==> config.mk <==
export PLATFORM = sky130hd
export DESIGN_NAME = mtrs_sequencer
export DESIGN_NICKNAME = d
export VERILOG_FILES = /design/src/core/mtrs_pkg.sv /design/src/core/mtrs_tick_gen.sv /design/src/core/mtrs_sync_filter.sv /design/src/core/mtrs_sequencer.sv
export SDC_FILE = /design/constraint.sdc
export NUM_CORES = 1
export LEC_CHECK = 0
export BUFFER_PORTS_ARGS = -buffer_cell sky130_fd_sc_hd__buf_2
export CAP_MARGIN = 20
export CORE_MARGIN = 2
export CORE_UTILIZATION = 56
export DETAILED_ROUTE_END_ITERATION = 10
export PLACE_DENSITY = 0.76
export RECOVER_POWER = 50
export SETUP_SLACK_MARGIN = 0.1
export SYNTH_ARGS = -nofsm -noshare
export SYNTH_HDL_FRONTEND = slang
export SYNTH_SLANG_ARGS = --single-unit
==> constraint.sdc <==
create_clock -name i_sys_clk -period 3.87 [get_ports i_sys_clk]
set_clock_uncertainty 0.2 [all_clocks]
set_input_delay 0.5805 -clock i_sys_clk [delete_from_list [all_inputs] [get_ports i_sys_clk]]
set_output_delay 0.5805 -clock i_sys_clk [all_outputs]
set_load 0.03 [all_outputs]
==> src/core/mtrs_pkg.sv <==
// Shared constants, modes, states and carriers for the timing relay sequencer
package mtrs_pkg;

  // ==========================================================
  // Clock and time base
  localparam int CLK_NS = 4;
  localparam int TICK_NS = 1_000_000;
  localparam int TICK_CYC = TICK_NS / CLK_NS;
  localparam int NS_PER_MS = 1_000_000;

  // ==========================================================
  // Fixed intervals, in milliseconds and in ticks
  localparam int DEB_MS = 10;
  localparam int DEB_TICKS = (DEB_MS * NS_PER_MS + TICK_NS - 1) / TICK_NS;
  localparam int PULSE_MS = 500;
  localparam int BLINK_MS = 250;
  localparam int BLINK_TICKS = (BLINK_MS * NS_PER_MS) / TICK_NS;
  localparam int CNT_W = 16;
  localparam logic [CNT_W-1:0] PULSE_TICKS = CNT_W'((PULSE_MS * NS_PER_MS) / TICK_NS);
  localparam logic [CNT_W-1:0] CNT_ZERO = 16'h0000;
  localparam logic [CNT_W-1:0] CNT_ONE = 16'h0001;
  localparam logic [CNT_W-1:0] PRESET_RST = 16'h03E8;

  // ==========================================================
  // Function selection
  typedef enum logic [3:0] {
    MODE_RETRIG,
    MODE_FLASH_PAUSE,
    MODE_FLASH_ON,
    MODE_PULSE_GEN,
    MODE_SIG_ONOFF,
    MODE_LATCH,
    MODE_MAKE_BREAK,
    MODE_TRUE_OFF,
    MODE_ON_DELAY,
    MODE_OFF_DELAY,
    MODE_LEADING_SHOT,
    MODE_TRAILING_SHOT,
    MODE_PULSE_MON
  } mtrs_mode_t;

  // ==========================================================
  // Sequencer states
  typedef enum logic [2:0] {
    ST_IDLE,
    ST_TIME,
    ST_TOFF,
    ST_PULSE,
    ST_HOLD,
    ST_DONE
  } mtrs_state_t;

  // ==========================================================
  // Output group
  typedef struct packed {
    logic relay;
    logic supply_timing_lamp;
    logic output_lamp;
  } mtrs_out_t;

endpackage

==> src/core/mtrs_tick_gen.sv <==
// Time base tick and lamp blink generator
`timescale 1ns/1ps
`default_nettype none
module mtrs_tick_gen #(
  parameter int TICK_CYC = mtrs_pkg::TICK_CYC,
  parameter int BLINK_TICKS = mtrs_pkg::BLINK_TICKS
) (
  input wire logic i_sys_clk,
  input wire logic i_rst_n,
  output var logic o_tick,
  output var logic o_blink
);
  import mtrs_pkg::*;

  logic [31:0] cyc;
  logic [31:0] blk;

  // ==========================================================
  // Tick prescaler
  always_ff @(posedge i_sys_clk or negedge i_rst_n) begin
    if (!i_rst_n) begin
      cyc <= 32'h0000_0000;
      o_tick <= 1'b0;
    end else if (cyc >= 32'(TICK_CYC - 1)) begin
      cyc <= 32'h0000_0000;
      o_tick <= 1'b1;
    end else begin
      cyc <= cyc + 32'h0000_0001;
      o_tick <= 1'b0;
    end
  end

  // ==========================================================
  // Blink phase
  always_ff @(posedge i_sys_clk or negedge i_rst_n) begin
    if (!i_rst_n) begin
      blk <= 32'h0000_0000;
      o_blink <= 1'b0;
    end else if (o_tick) begin
      if (blk >= 32'(BLINK_TICKS - 1)) begin
        blk <= 32'h0000_0000;
        o_blink <= !o_blink;
      end else begin
        blk <= blk + 32'h0000_0001;
      end
    end
  end

endmodule
`default_nettype wire

==> src/core/mtrs_sync_filter.sv <==
// Pin synchroniser, tick debouncer and edge detector
`timescale 1ns/1ps
`default_nettype none
module mtrs_sync_filter #(
  parameter int DEB_TICKS = mtrs_pkg::DEB_TICKS
) (
  input wire logic i_sys_clk,
  input wire logic i_rst_n,
  input wire logic i_tick,
  input wire logic i_pin,
  output var logic o_level,
  output var logic o_rise,
  output var logic o_fall
);
  import mtrs_pkg::*;

  logic meta;
  logic sync;
  logic [7:0] deb;

  // ==========================================================
  // Two-stage synchroniser
  always_ff @(posedge i_sys_clk or negedge i_rst_n) begin
    if (!i_rst_n) begin
      meta <= 1'b0;
      sync <= 1'b0;
    end else begin
      meta <= i_pin;
      sync <= meta;
    end
  end

  // ==========================================================
  // Debounce and edges
  always_ff @(posedge i_sys_clk or negedge i_rst_n) begin
    if (!i_rst_n) begin
      deb <= 8'h00;
      o_level <= 1'b0;
      o_rise <= 1'b0;
      o_fall <= 1'b0;
    end else begin
      o_rise <= 1'b0;
      o_fall <= 1'b0;
      if (sync == o_level) begin
        deb <= 8'h00;
      end else if (i_tick) begin
        if (deb >= 8'(DEB_TICKS - 1)) begin
          deb <= 8'h00;
          o_level <= sync;
          o_rise <= sync;
          o_fall <= !sync;
        end else begin
          deb <= deb + 8'h01;
        end
      end
    end
  end

endmodule
`default_nettype wire

==> src/core/mtrs_sequencer.sv <==
// Multifunction timing relay sequencer top
`timescale 1ns/1ps
`default_nettype none
module mtrs_sequencer #(
  parameter int TICK_CYC = mtrs_pkg::TICK_CYC
) (
  input wire logic i_sys_clk,
  input wire logic i_rst_n,
  input wire mtrs_pkg::mtrs_mode_t i_mode,
  input wire logic [mtrs_pkg::CNT_W-1:0] i_preset,
  input wire logic i_ctrl,
  input wire logic i_supply,
  output var mtrs_pkg::mtrs_out_t o_status
);
  import mtrs_pkg::*;

  logic tick;
  logic blink;
  logic ctrl;
  logic ctrl_rise;
  logic ctrl_fall;
  logic sup;
  logic sup_rise;
  logic sup_fall;
  mtrs_mode_t mode_q;
  mtrs_state_t state;
  mtrs_state_t next_state;
  logic relay;
  logic next_relay;
  logic restart;
  logic [CNT_W-1:0] cnt;
  logic [CNT_W-1:0] limit;
  logic timing;
  logic expire;
  logic mode_chg;
  logic lamp;

  // ==========================================================
  // Time base and inputs
  mtrs_tick_gen #(.TICK_CYC(TICK_CYC), .BLINK_TICKS(BLINK_TICKS)) u_tick (
    .i_sys_clk(i_sys_clk),
    .i_rst_n(i_rst_n),
    .o_tick(tick),
    .o_blink(blink)
  );

  // Control contact filter
  mtrs_sync_filter #(.DEB_TICKS(DEB_TICKS)) u_ctrl (
    .i_sys_clk(i_sys_clk),
    .i_rst_n(i_rst_n),
    .i_tick(tick),
    .i_pin(i_ctrl),
    .o_level(ctrl),
    .o_rise(ctrl_rise),
    .o_fall(ctrl_fall)
  );

  mtrs_sync_filter #(.DEB_TICKS(DEB_TICKS)) u_sup (
    .i_sys_clk(i_sys_clk),
    .i_rst_n(i_rst_n),
    .i_tick(tick),
    .i_pin(i_supply),
    .o_level(sup),
    .o_rise(sup_rise),
    .o_fall(sup_fall)
  );

  // ==========================================================
  // Interval timer
  assign timing = (state == ST_TIME) || (state == ST_TOFF) || (state == ST_PULSE);
  assign limit = (state == ST_PULSE) ? PULSE_TICKS : i_preset;
  assign expire = timing && tick && ((cnt + CNT_ONE) >= limit);
  assign mode_chg = (i_mode != mode_q);

  always_ff @(posedge i_sys_clk or negedge i_rst_n) begin
    if (!i_rst_n) begin
      cnt <= CNT_ZERO;
    end else if (restart) begin
      cnt <= CNT_ZERO;
    end else if (timing && tick) begin
      cnt <= cnt + CNT_ONE;
    end
  end

  always_ff @(posedge i_sys_clk or negedge i_rst_n) begin
    if (!i_rst_n) begin
      mode_q <= MODE_RETRIG;
    end else begin
      mode_q <= i_mode;
    end
  end

  // ==========================================================
  // Function sequencing
  always_comb begin
    next_state = state;
    next_relay = relay;
    restart = 1'b0;
    case (i_mode)
      MODE_RETRIG, MODE_PULSE_MON: begin
        if (ctrl_rise) begin
          next_state = ST_TIME;
          next_relay = 1'b1;
          restart = 1'b1;
        end else if (expire) begin
          next_state = ST_IDLE;
          next_relay = 1'b0;
        end
      end
      MODE_FLASH_PAUSE, MODE_FLASH_ON: begin
        if (state == ST_IDLE && ctrl_rise) begin
          next_state = ST_TIME;
          next_relay = (i_mode == MODE_FLASH_ON);
          restart = 1'b1;
        end else if (expire) begin
          next_relay = !relay;
          restart = 1'b1;
        end
      end
      MODE_PULSE_GEN: begin
        if (state == ST_IDLE && sup_rise) begin
          next_state = ST_TIME;
          restart = 1'b1;
        end else if (state == ST_TIME && expire) begin
          next_state = ST_PULSE;
          next_relay = 1'b1;
          restart = 1'b1;
        end else if (state == ST_PULSE && expire) begin
          next_state = ST_DONE;
          next_relay = 1'b0;
        end
      end
      MODE_SIG_ONOFF: begin
        if (ctrl_rise || ctrl_fall) begin
          next_state = ST_TIME;
          next_relay = 1'b1;
          restart = 1'b1;
        end else if (expire) begin
          next_state = ST_IDLE;
          next_relay = 1'b0;
        end
      end
      MODE_LATCH: begin
        if (ctrl_rise) begin
          next_relay = !relay;
        end
      end
      MODE_MAKE_BREAK: begin
        if (ctrl_rise) begin
          next_state = ST_TIME;
          restart = 1'b1;
        end else if (ctrl_fall) begin
          next_state = ST_TOFF;
          restart = 1'b1;
        end else if (expire) begin
          next_state = (state == ST_TIME) ? ST_HOLD : ST_IDLE;
          next_relay = (state == ST_TIME);
        end
      end
      MODE_TRUE_OFF: begin
        if (sup) begin
          next_state = ST_IDLE;
          next_relay = 1'b1;
        end else if (expire) begin
          next_state = ST_IDLE;
          next_relay = 1'b0;
        end else if (sup_fall && relay) begin
          next_state = ST_TIME;
          restart = 1'b1;
        end
      end
      MODE_ON_DELAY: begin
        if (state == ST_IDLE && sup_rise) begin
          next_state = ST_TIME;
          restart = 1'b1;
        end else if (expire) begin
          next_state = ST_HOLD;
          next_relay = 1'b1;
        end
      end
      MODE_OFF_DELAY: begin
        if (ctrl) begin
          next_state = ST_HOLD;
          next_relay = 1'b1;
        end else if (ctrl_fall && relay) begin
          next_state = ST_TIME;
          restart = 1'b1;
        end else if (expire) begin
          next_state = ST_IDLE;
          next_relay = 1'b0;
        end
      end
      MODE_LEADING_SHOT, MODE_TRAILING_SHOT: begin
        if (state == ST_IDLE &&
            ((i_mode == MODE_LEADING_SHOT) ? ctrl_rise : ctrl_fall)) begin
          next_state = ST_TIME;
          next_relay = 1'b1;
          restart = 1'b1;
        end else if (expire) begin
          next_state = ST_IDLE;
          next_relay = 1'b0;
        end
      end
      default: begin
        next_state = ST_IDLE;
        next_relay = 1'b0;
      end
    endcase
    if (mode_chg || (!sup && i_mode != MODE_TRUE_OFF)) begin
      next_state = ST_IDLE;
      next_relay = 1'b0;
      restart = 1'b0;
    end
  end

  always_ff @(posedge i_sys_clk or negedge i_rst_n) begin
    if (!i_rst_n) begin
      state <= ST_IDLE;
    end else begin
      state <= next_state;
    end
  end

  always_ff @(posedge i_sys_clk or negedge i_rst_n) begin
    if (!i_rst_n) begin
      relay <= 1'b0;
    end else begin
      relay <= next_relay;
    end
  end

  // ==========================================================
  // Lamps
  always_ff @(posedge i_sys_clk or negedge i_rst_n) begin
    if (!i_rst_n) begin
      lamp <= 1'b0;
    end else begin
      lamp <= sup && (!timing || blink);
    end
  end

  assign o_status = '{relay: relay, supply_timing_lamp: lamp, output_lamp: relay};

  // ==========================================================
  // Checks
  AST_RETRIG_ON: assert property (@(posedge i_sys_clk) disable iff (!i_rst_n)
    (i_mode == MODE_RETRIG && !mode_chg && sup && ctrl_rise)
      |=> (relay && state == ST_TIME && cnt == CNT_ZERO))
    else $error("Retrigger closure did not start output");

  AST_RETRIG_HOLD: assert property (@(posedge i_sys_clk) disable iff (!i_rst_n)
    (i_mode == MODE_RETRIG && state == ST_TIME && ctrl_rise && !mode_chg && sup)
      |=> (relay && cnt == CNT_ZERO))
    else $error("Retrigger closure did not restart interval");

  AST_FLASH_START: assert property (@(posedge i_sys_clk) disable iff (!i_rst_n)
    (i_mode == MODE_FLASH_PAUSE && state == ST_IDLE && ctrl_rise && !mode_chg && sup)
      |=> (!relay && state == ST_TIME))
    else $error("Pause-first flasher did not start off");

  AST_FLASH_ON_START: assert property (@(posedge i_sys_clk) disable iff (!i_rst_n)
    (i_mode == MODE_FLASH_ON && state == ST_IDLE && ctrl_rise && !mode_chg && sup)
      |=> (relay && state == ST_TIME))
    else $error("On-first flasher did not start on");

  AST_FLASH_IGNORE: assert property (@(posedge i_sys_clk) disable iff (!i_rst_n)
    ((i_mode == MODE_FLASH_ON || i_mode == MODE_FLASH_PAUSE) && state == ST_TIME
      && !expire && !mode_chg && sup)
      |=> ($stable(relay) && state == ST_TIME))
    else $error("Running flasher reacted to control");

  AST_FLASH_TOGGLE: assert property (@(posedge i_sys_clk) disable iff (!i_rst_n)
    ((i_mode == MODE_FLASH_ON || i_mode == MODE_FLASH_PAUSE) && expire && !mode_chg && sup)
      |=> (relay != $past(relay)))
    else $error("Flasher did not alternate at expiry");

  AST_PULSE_ON: assert property (@(posedge i_sys_clk) disable iff (!i_rst_n)
    (i_mode == MODE_PULSE_GEN && state == ST_TIME && expire && !mode_chg && sup)
      |=> (relay && state == ST_PULSE && cnt == CNT_ZERO))
    else $error("Generator pulse phase without output");

  AST_PULSE_IDLE: assert property (@(posedge i_sys_clk) disable iff (!i_rst_n)
    (i_mode == MODE_PULSE_GEN && state == ST_DONE && !mode_chg && sup)
      |=> (!relay && state == ST_DONE))
    else $error("Generator left idle without supply cycle");

  AST_SIG_OPEN: assert property (@(posedge i_sys_clk) disable iff (!i_rst_n)
    (i_mode == MODE_SIG_ONOFF && ctrl_fall && !mode_chg && sup)
      |=> (relay && state == ST_TIME && cnt == CNT_ZERO))
    else $error("Signal delay opening did not restart");

  AST_LATCH: assert property (@(posedge i_sys_clk) disable iff (!i_rst_n)
    (i_mode == MODE_LATCH && !mode_chg && sup && ctrl_rise)
      |=> (relay != $past(relay)))
    else $error("Latch did not toggle on closure");

  AST_LATCH_OPEN: assert property (@(posedge i_sys_clk) disable iff (!i_rst_n)
    (i_mode == MODE_LATCH && !mode_chg && sup && !ctrl_rise)
      |=> $stable(relay))
    else $error("Latch changed without closure");

  AST_MB_SUPPLY: assert property (@(posedge i_sys_clk) disable iff (!i_rst_n)
    (i_mode == MODE_MAKE_BREAK && !sup) |=> !relay)
    else $error("Make/break output on without supply");

  AST_TRUE_OFF: assert property (@(posedge i_sys_clk) disable iff (!i_rst_n)
    (i_mode == MODE_TRUE_OFF && !mode_chg && sup) |=> relay)
    else $error("True off delay not on with supply");

  AST_ON_DELAY: assert property (@(posedge i_sys_clk) disable iff (!i_rst_n)
    (i_mode == MODE_ON_DELAY && state == ST_TIME && !sup) |=> (state == ST_IDLE && !relay))
    else $error("On delay kept timing without supply");

  AST_OFF_RECLOSE: assert property (@(posedge i_sys_clk) disable iff (!i_rst_n)
    (i_mode == MODE_OFF_DELAY && ctrl && !mode_chg && sup)
      |=> (relay && state == ST_HOLD))
    else $error("Off delay not held on while closed");

  AST_SHOT_IGNORE: assert property (@(posedge i_sys_clk) disable iff (!i_rst_n)
    ((i_mode == MODE_LEADING_SHOT || i_mode == MODE_TRAILING_SHOT) && state == ST_TIME
      && !expire && !mode_chg && sup)
      |=> (relay && state == ST_TIME && cnt >= $past(cnt)))
    else $error("Single shot disturbed during interval");

  AST_TRAIL_CLOSE: assert property (@(posedge i_sys_clk) disable iff (!i_rst_n)
    (i_mode == MODE_TRAILING_SHOT && state == ST_IDLE && !ctrl_fall && !mode_chg)
      |=> (!relay && state == ST_IDLE))
    else $error("Trailing shot fired without opening");

  AST_LAMP_STEADY: assert property (@(posedge i_sys_clk) disable iff (!i_rst_n)
    (sup && !timing) |=> o_status.supply_timing_lamp)
    else $error("Lamp not steady while idle with supply");

  AST_MODE_CHG: assert property (@(posedge i_sys_clk) disable iff (!i_rst_n)
    mode_chg |=> (state == ST_IDLE && !o_status.relay && !o_status.output_lamp))
    else $error("Mode change did not return to idle");

endmodule
`default_nettype wire

==> metrics.yaml <==
route:
  num_vias: 5132
  routed_via_density: 5.82
  drt_iter0_markers: 406
  routed_wl_mm: 13.9
  drc_errors: 0
  dr.pass1.iters: 5
  drt.antenna.violating_nets: 0
  routedWlPerCell_um: 15.7
synthesis:
  synth-seq-cells: 117
  ys_seq_area_frac: 0.463
  avgSynthCellArea_um2: 9.23
  synth_area_mm2: 0.00632
  ys_async_sr_fraction: 1.00
  yosys_warnings: 0
  synth_edf_count: 0
  synth.distinct_cells: 67
  synth-main-ff-cell: "dfrtp_1"
  netlist_instances: 685
setup_path:
  crit_buf_inv: 1
  path_cells: "ha_4, nand3_2, or2_4, nor2_2, and3_1, nand3_1, xnor2_1, ha_1, and4_1, a2111oi_1, o21ai_1, buf_4, a21oi_1, o21ba_2, mux2i_1"
  endpoint_kind: "register"
  critPathTopFamily: "simple AND/OR/NAND/NOR gates"
  cp_slowest_cell: "dfrtp_1"
  worst-path-max-fanout: 3
  reg2reg_setup_slack_ps: 290
  worstPathRequired_ps: 4000
  reg2regPathDepth: 15
  path_class: "register to register"
  r2r_end: "state[2]"
  cp.arrival_ps: 3710
  r2r_start: "cnt[1]"
  slowest_delay_ps: 400
  crit_path_start_kind: "register"
cts:
  cts-root-buf: "clkbuf_16"
  clk_path_buf_depth: 2
  clock-sinks: 117
  cts_tree: "done"
  ctsHoldBuffers: 0
  htreeDepth: 4
  numCtsBuffers: 17
  clkLatencyLatePin_ps: 410
  clk_pin_slew_ps: 60
sta:
  setup_tns_ps: 0
  period_needed_ps: 3580
  final_max_slew_viol_count: 69
  fin_ws_ps: 286
  worstMarginPinSlew_ps: 1590
  slew-limit-headroom: -0.0572
  fin_hold_ws_ps: 75.1
  fmax_ghz: 0.279
  grt_setup_unrepaired: "false"
  hold_viol: 0
  setup_violations: 0
  finalCritPeriodShare: 0.926
grt:
  grt_pass1_vias: 5055
  grt_usage: 0.244
  grt_max_degree: 69
  grt_pass1_wl_mm: 22.9
  overflow: 0
  antenna_found_initial: 0
cells_and_area:
  drive_gt1_frac: 0.124
  most-common-layout-cells: "nor2_1 (120), dfrtp_1 (117), nand2_1 (60)"
  n_antenna_cell: 0
  nets: 781
  fin_area_mm2: 0.00732
  syn_to_final_growth_pct: 15.9
  mostFrequentLayoutCell: "nor2_1"
floorplan:
  core_mm2: 0.0109
  initial_core_util: 0.578
  dieHeight_um: 110
  rows: 38
  io_pins: 27
  die_w_um: 110
  dieArea_mm2: 0.0122
flow_run:
  max-cap-violations: 1
place:
  hpwlAfterDp_mm: 9.13
  placed_area_mm2: 0.00662
  place.gp.congestion: 0.958
  io_buffer_count: 26
  dpl_worst_slack_ps: 54.5
power_and_ir_drop:
  p_leak_uw: 0.00329
  ir_drop_uv: 438
  p_per_area_mw_per_mm2: 565
  power.total_uw: 4140
hold_path:
  hp-class: "input port to register"
  hold_end: "u_sup.meta"
  hp-start: "i_supply"
  hold_depth: 1
status:
  violations: "max-capacitance violations, max-slew violations"
  status: "finished with violations"
-- cell usage after synthesis, types with 2 or more instances --
cell | n | share of area
xor2_1 | 32 | 0.044
o21a_1 | 2 | 0.0024
or2_2 | 4 | 0.0040
buf_1 | 2 | 0.0012
nor4_1 | 14 | 0.014
or4_1 | 2 | 0.0024
a211oi_1 | 6 | 0.0071
nand3b_1 | 2 | 0.0024
nor3_1 | 18 | 0.014
o2bb2ai_1 | 2 | 0.0028
o211ai_1 | 4 | 0.0048
nand4_1 | 14 | 0.014
o21ai_0 | 22 | 0.017
nor2b_1 | 9 | 0.0089
nand2b_1 | 11 | 0.011
or4b_1 | 2 | 0.0032
mux2i_1 | 4 | 0.0063
nor3b_1 | 7 | 0.0083
buf_2 | 3 | 0.0024
nand3_1 | 23 | 0.018
o311ai_0 | 2 | 0.0028
nor2_2 | 4 | 0.0040
and2_1 | 5 | 0.0049
clkbuf_1 | 18 | 0.011
and4_1 | 3 | 0.0042
a41oi_1 | 4 | 0.0055
mux2_2 | 3 | 0.0053
buf_4 | 3 | 0.0036
a31oi_1 | 14 | 0.014
and3_1 | 13 | 0.013
nand2_1 | 61 | 0.036
inv_1 | 18 | 0.011
xnor2_1 | 27 | 0.037
nand4b_1 | 2 | 0.0028
ha_1 | 27 | 0.053
nor2_1 | 121 | 0.072
a21oi_1 | 31 | 0.025
dfrtp_1 | 117 | 0.46
-- worst register-to-register path, stage by stage, from the launching register on --
cell	delay, ps
dfrtp_1	400
ha_4	170
nand3_2	100
or2_4	290
nor2_2	120
and3_1	180
nand3_1	90
xnor2_1	150
ha_1	310
and4_1	220
a2111oi_1	360
o21ai_1	180
buf_4	180
a21oi_1	130
o21ba_2	220
mux2i_1	210
-- cells by family (layout without fill, tap and decap cells) --
group	Yosys count	in the layout	share of synthesized area
multiplexers	7	7	0.0117
XOR/XNOR	59	59	0.0818
flip-flops	117	117	0.463
AND/OR/NAND/NOR	321	321	0.247
buffers and inverters	46	90	0.0311
AO/OA/AOI/OAI	107	107	0.111
other	1	14	0.000593
adder cells (fa/ha/maj)	27	27	0.0535
-- stage by stage --
stage,util,instances
after floorplan,-,698
after global placement,0.606,844
after detailed placement,0.606,844
after CTS,0.665,878
after global routing,0.670,882
final,0.670,882
-- sequential cells by signal, summed over array words and instances, names as in the netlist, 3 cells and up --
signal / count
u_ctrl.deb: 8
u_tick.cyc: 32
state: 3
mode_q: 4
u_sup.deb: 8
u_tick.blk: 32
cnt: 16
-- worst max-delay path by stage --
stage,start,endpoint,slack (ps),depth (start not counted)
floorplan,cnt[0],cnt[10],210,16
global placement,cnt[1],cnt[1],160,15
detailed placement,cnt[1],cnt[1],50,15
CTS,cnt[1],cnt[1],100,15
global route,cnt[0],state[2],70,15
finish,cnt[1],state[2],290,15
-- report_power, final --
| part | internal [uW] | total, uW | switching, uW |
|---|---|---|---|
| registers | 1320 | 1430 | 109 |
| clock network | 1120 | 1660 | 536 |
| logic | 483 | 1050 | 571 |
| total | 2920 | 4140 | 1220 |
-- routing by layer --
| layer | routed length [um] | GRT usage | share of wire | up-vias |
|---|---|---|---|---|
| li1 | - | - | - | 2463 |
| met1 | 6130 | 0.308 | 0.44 | 2489 |
| met2 | 6750 | 0.404 | 0.49 | 143 |
| met3 | 613 | 0.0511 | 0.044 | 37 |
| met4 | 369 | 0.113 | 0.027 | 0 |
| met5 | 0 | 0 | 0 | - |
-- layout make-up --
class / count / area (um^2)
Timing Repair Buffer: 41 / 235
Tap cell: 140 / 175
Fill cell: 887 / 3610
Clock buffer: 22 / 474
Inverter: 18 / 67.6
Clock inverter: 9 / 150
Sequential cell: 117 / 2930
Multi-Input combinational cell: 535 / 3290
-- what timing repair did --
item                                    in CTS  in global routing
endpoints found under the setup margin      16                 20
gates cloned                                 0                  0
buffers inserted                             3                  4
pin swaps                                    0                  5
resized for setup                            0                 12
(Power assumes the default switching activity.)
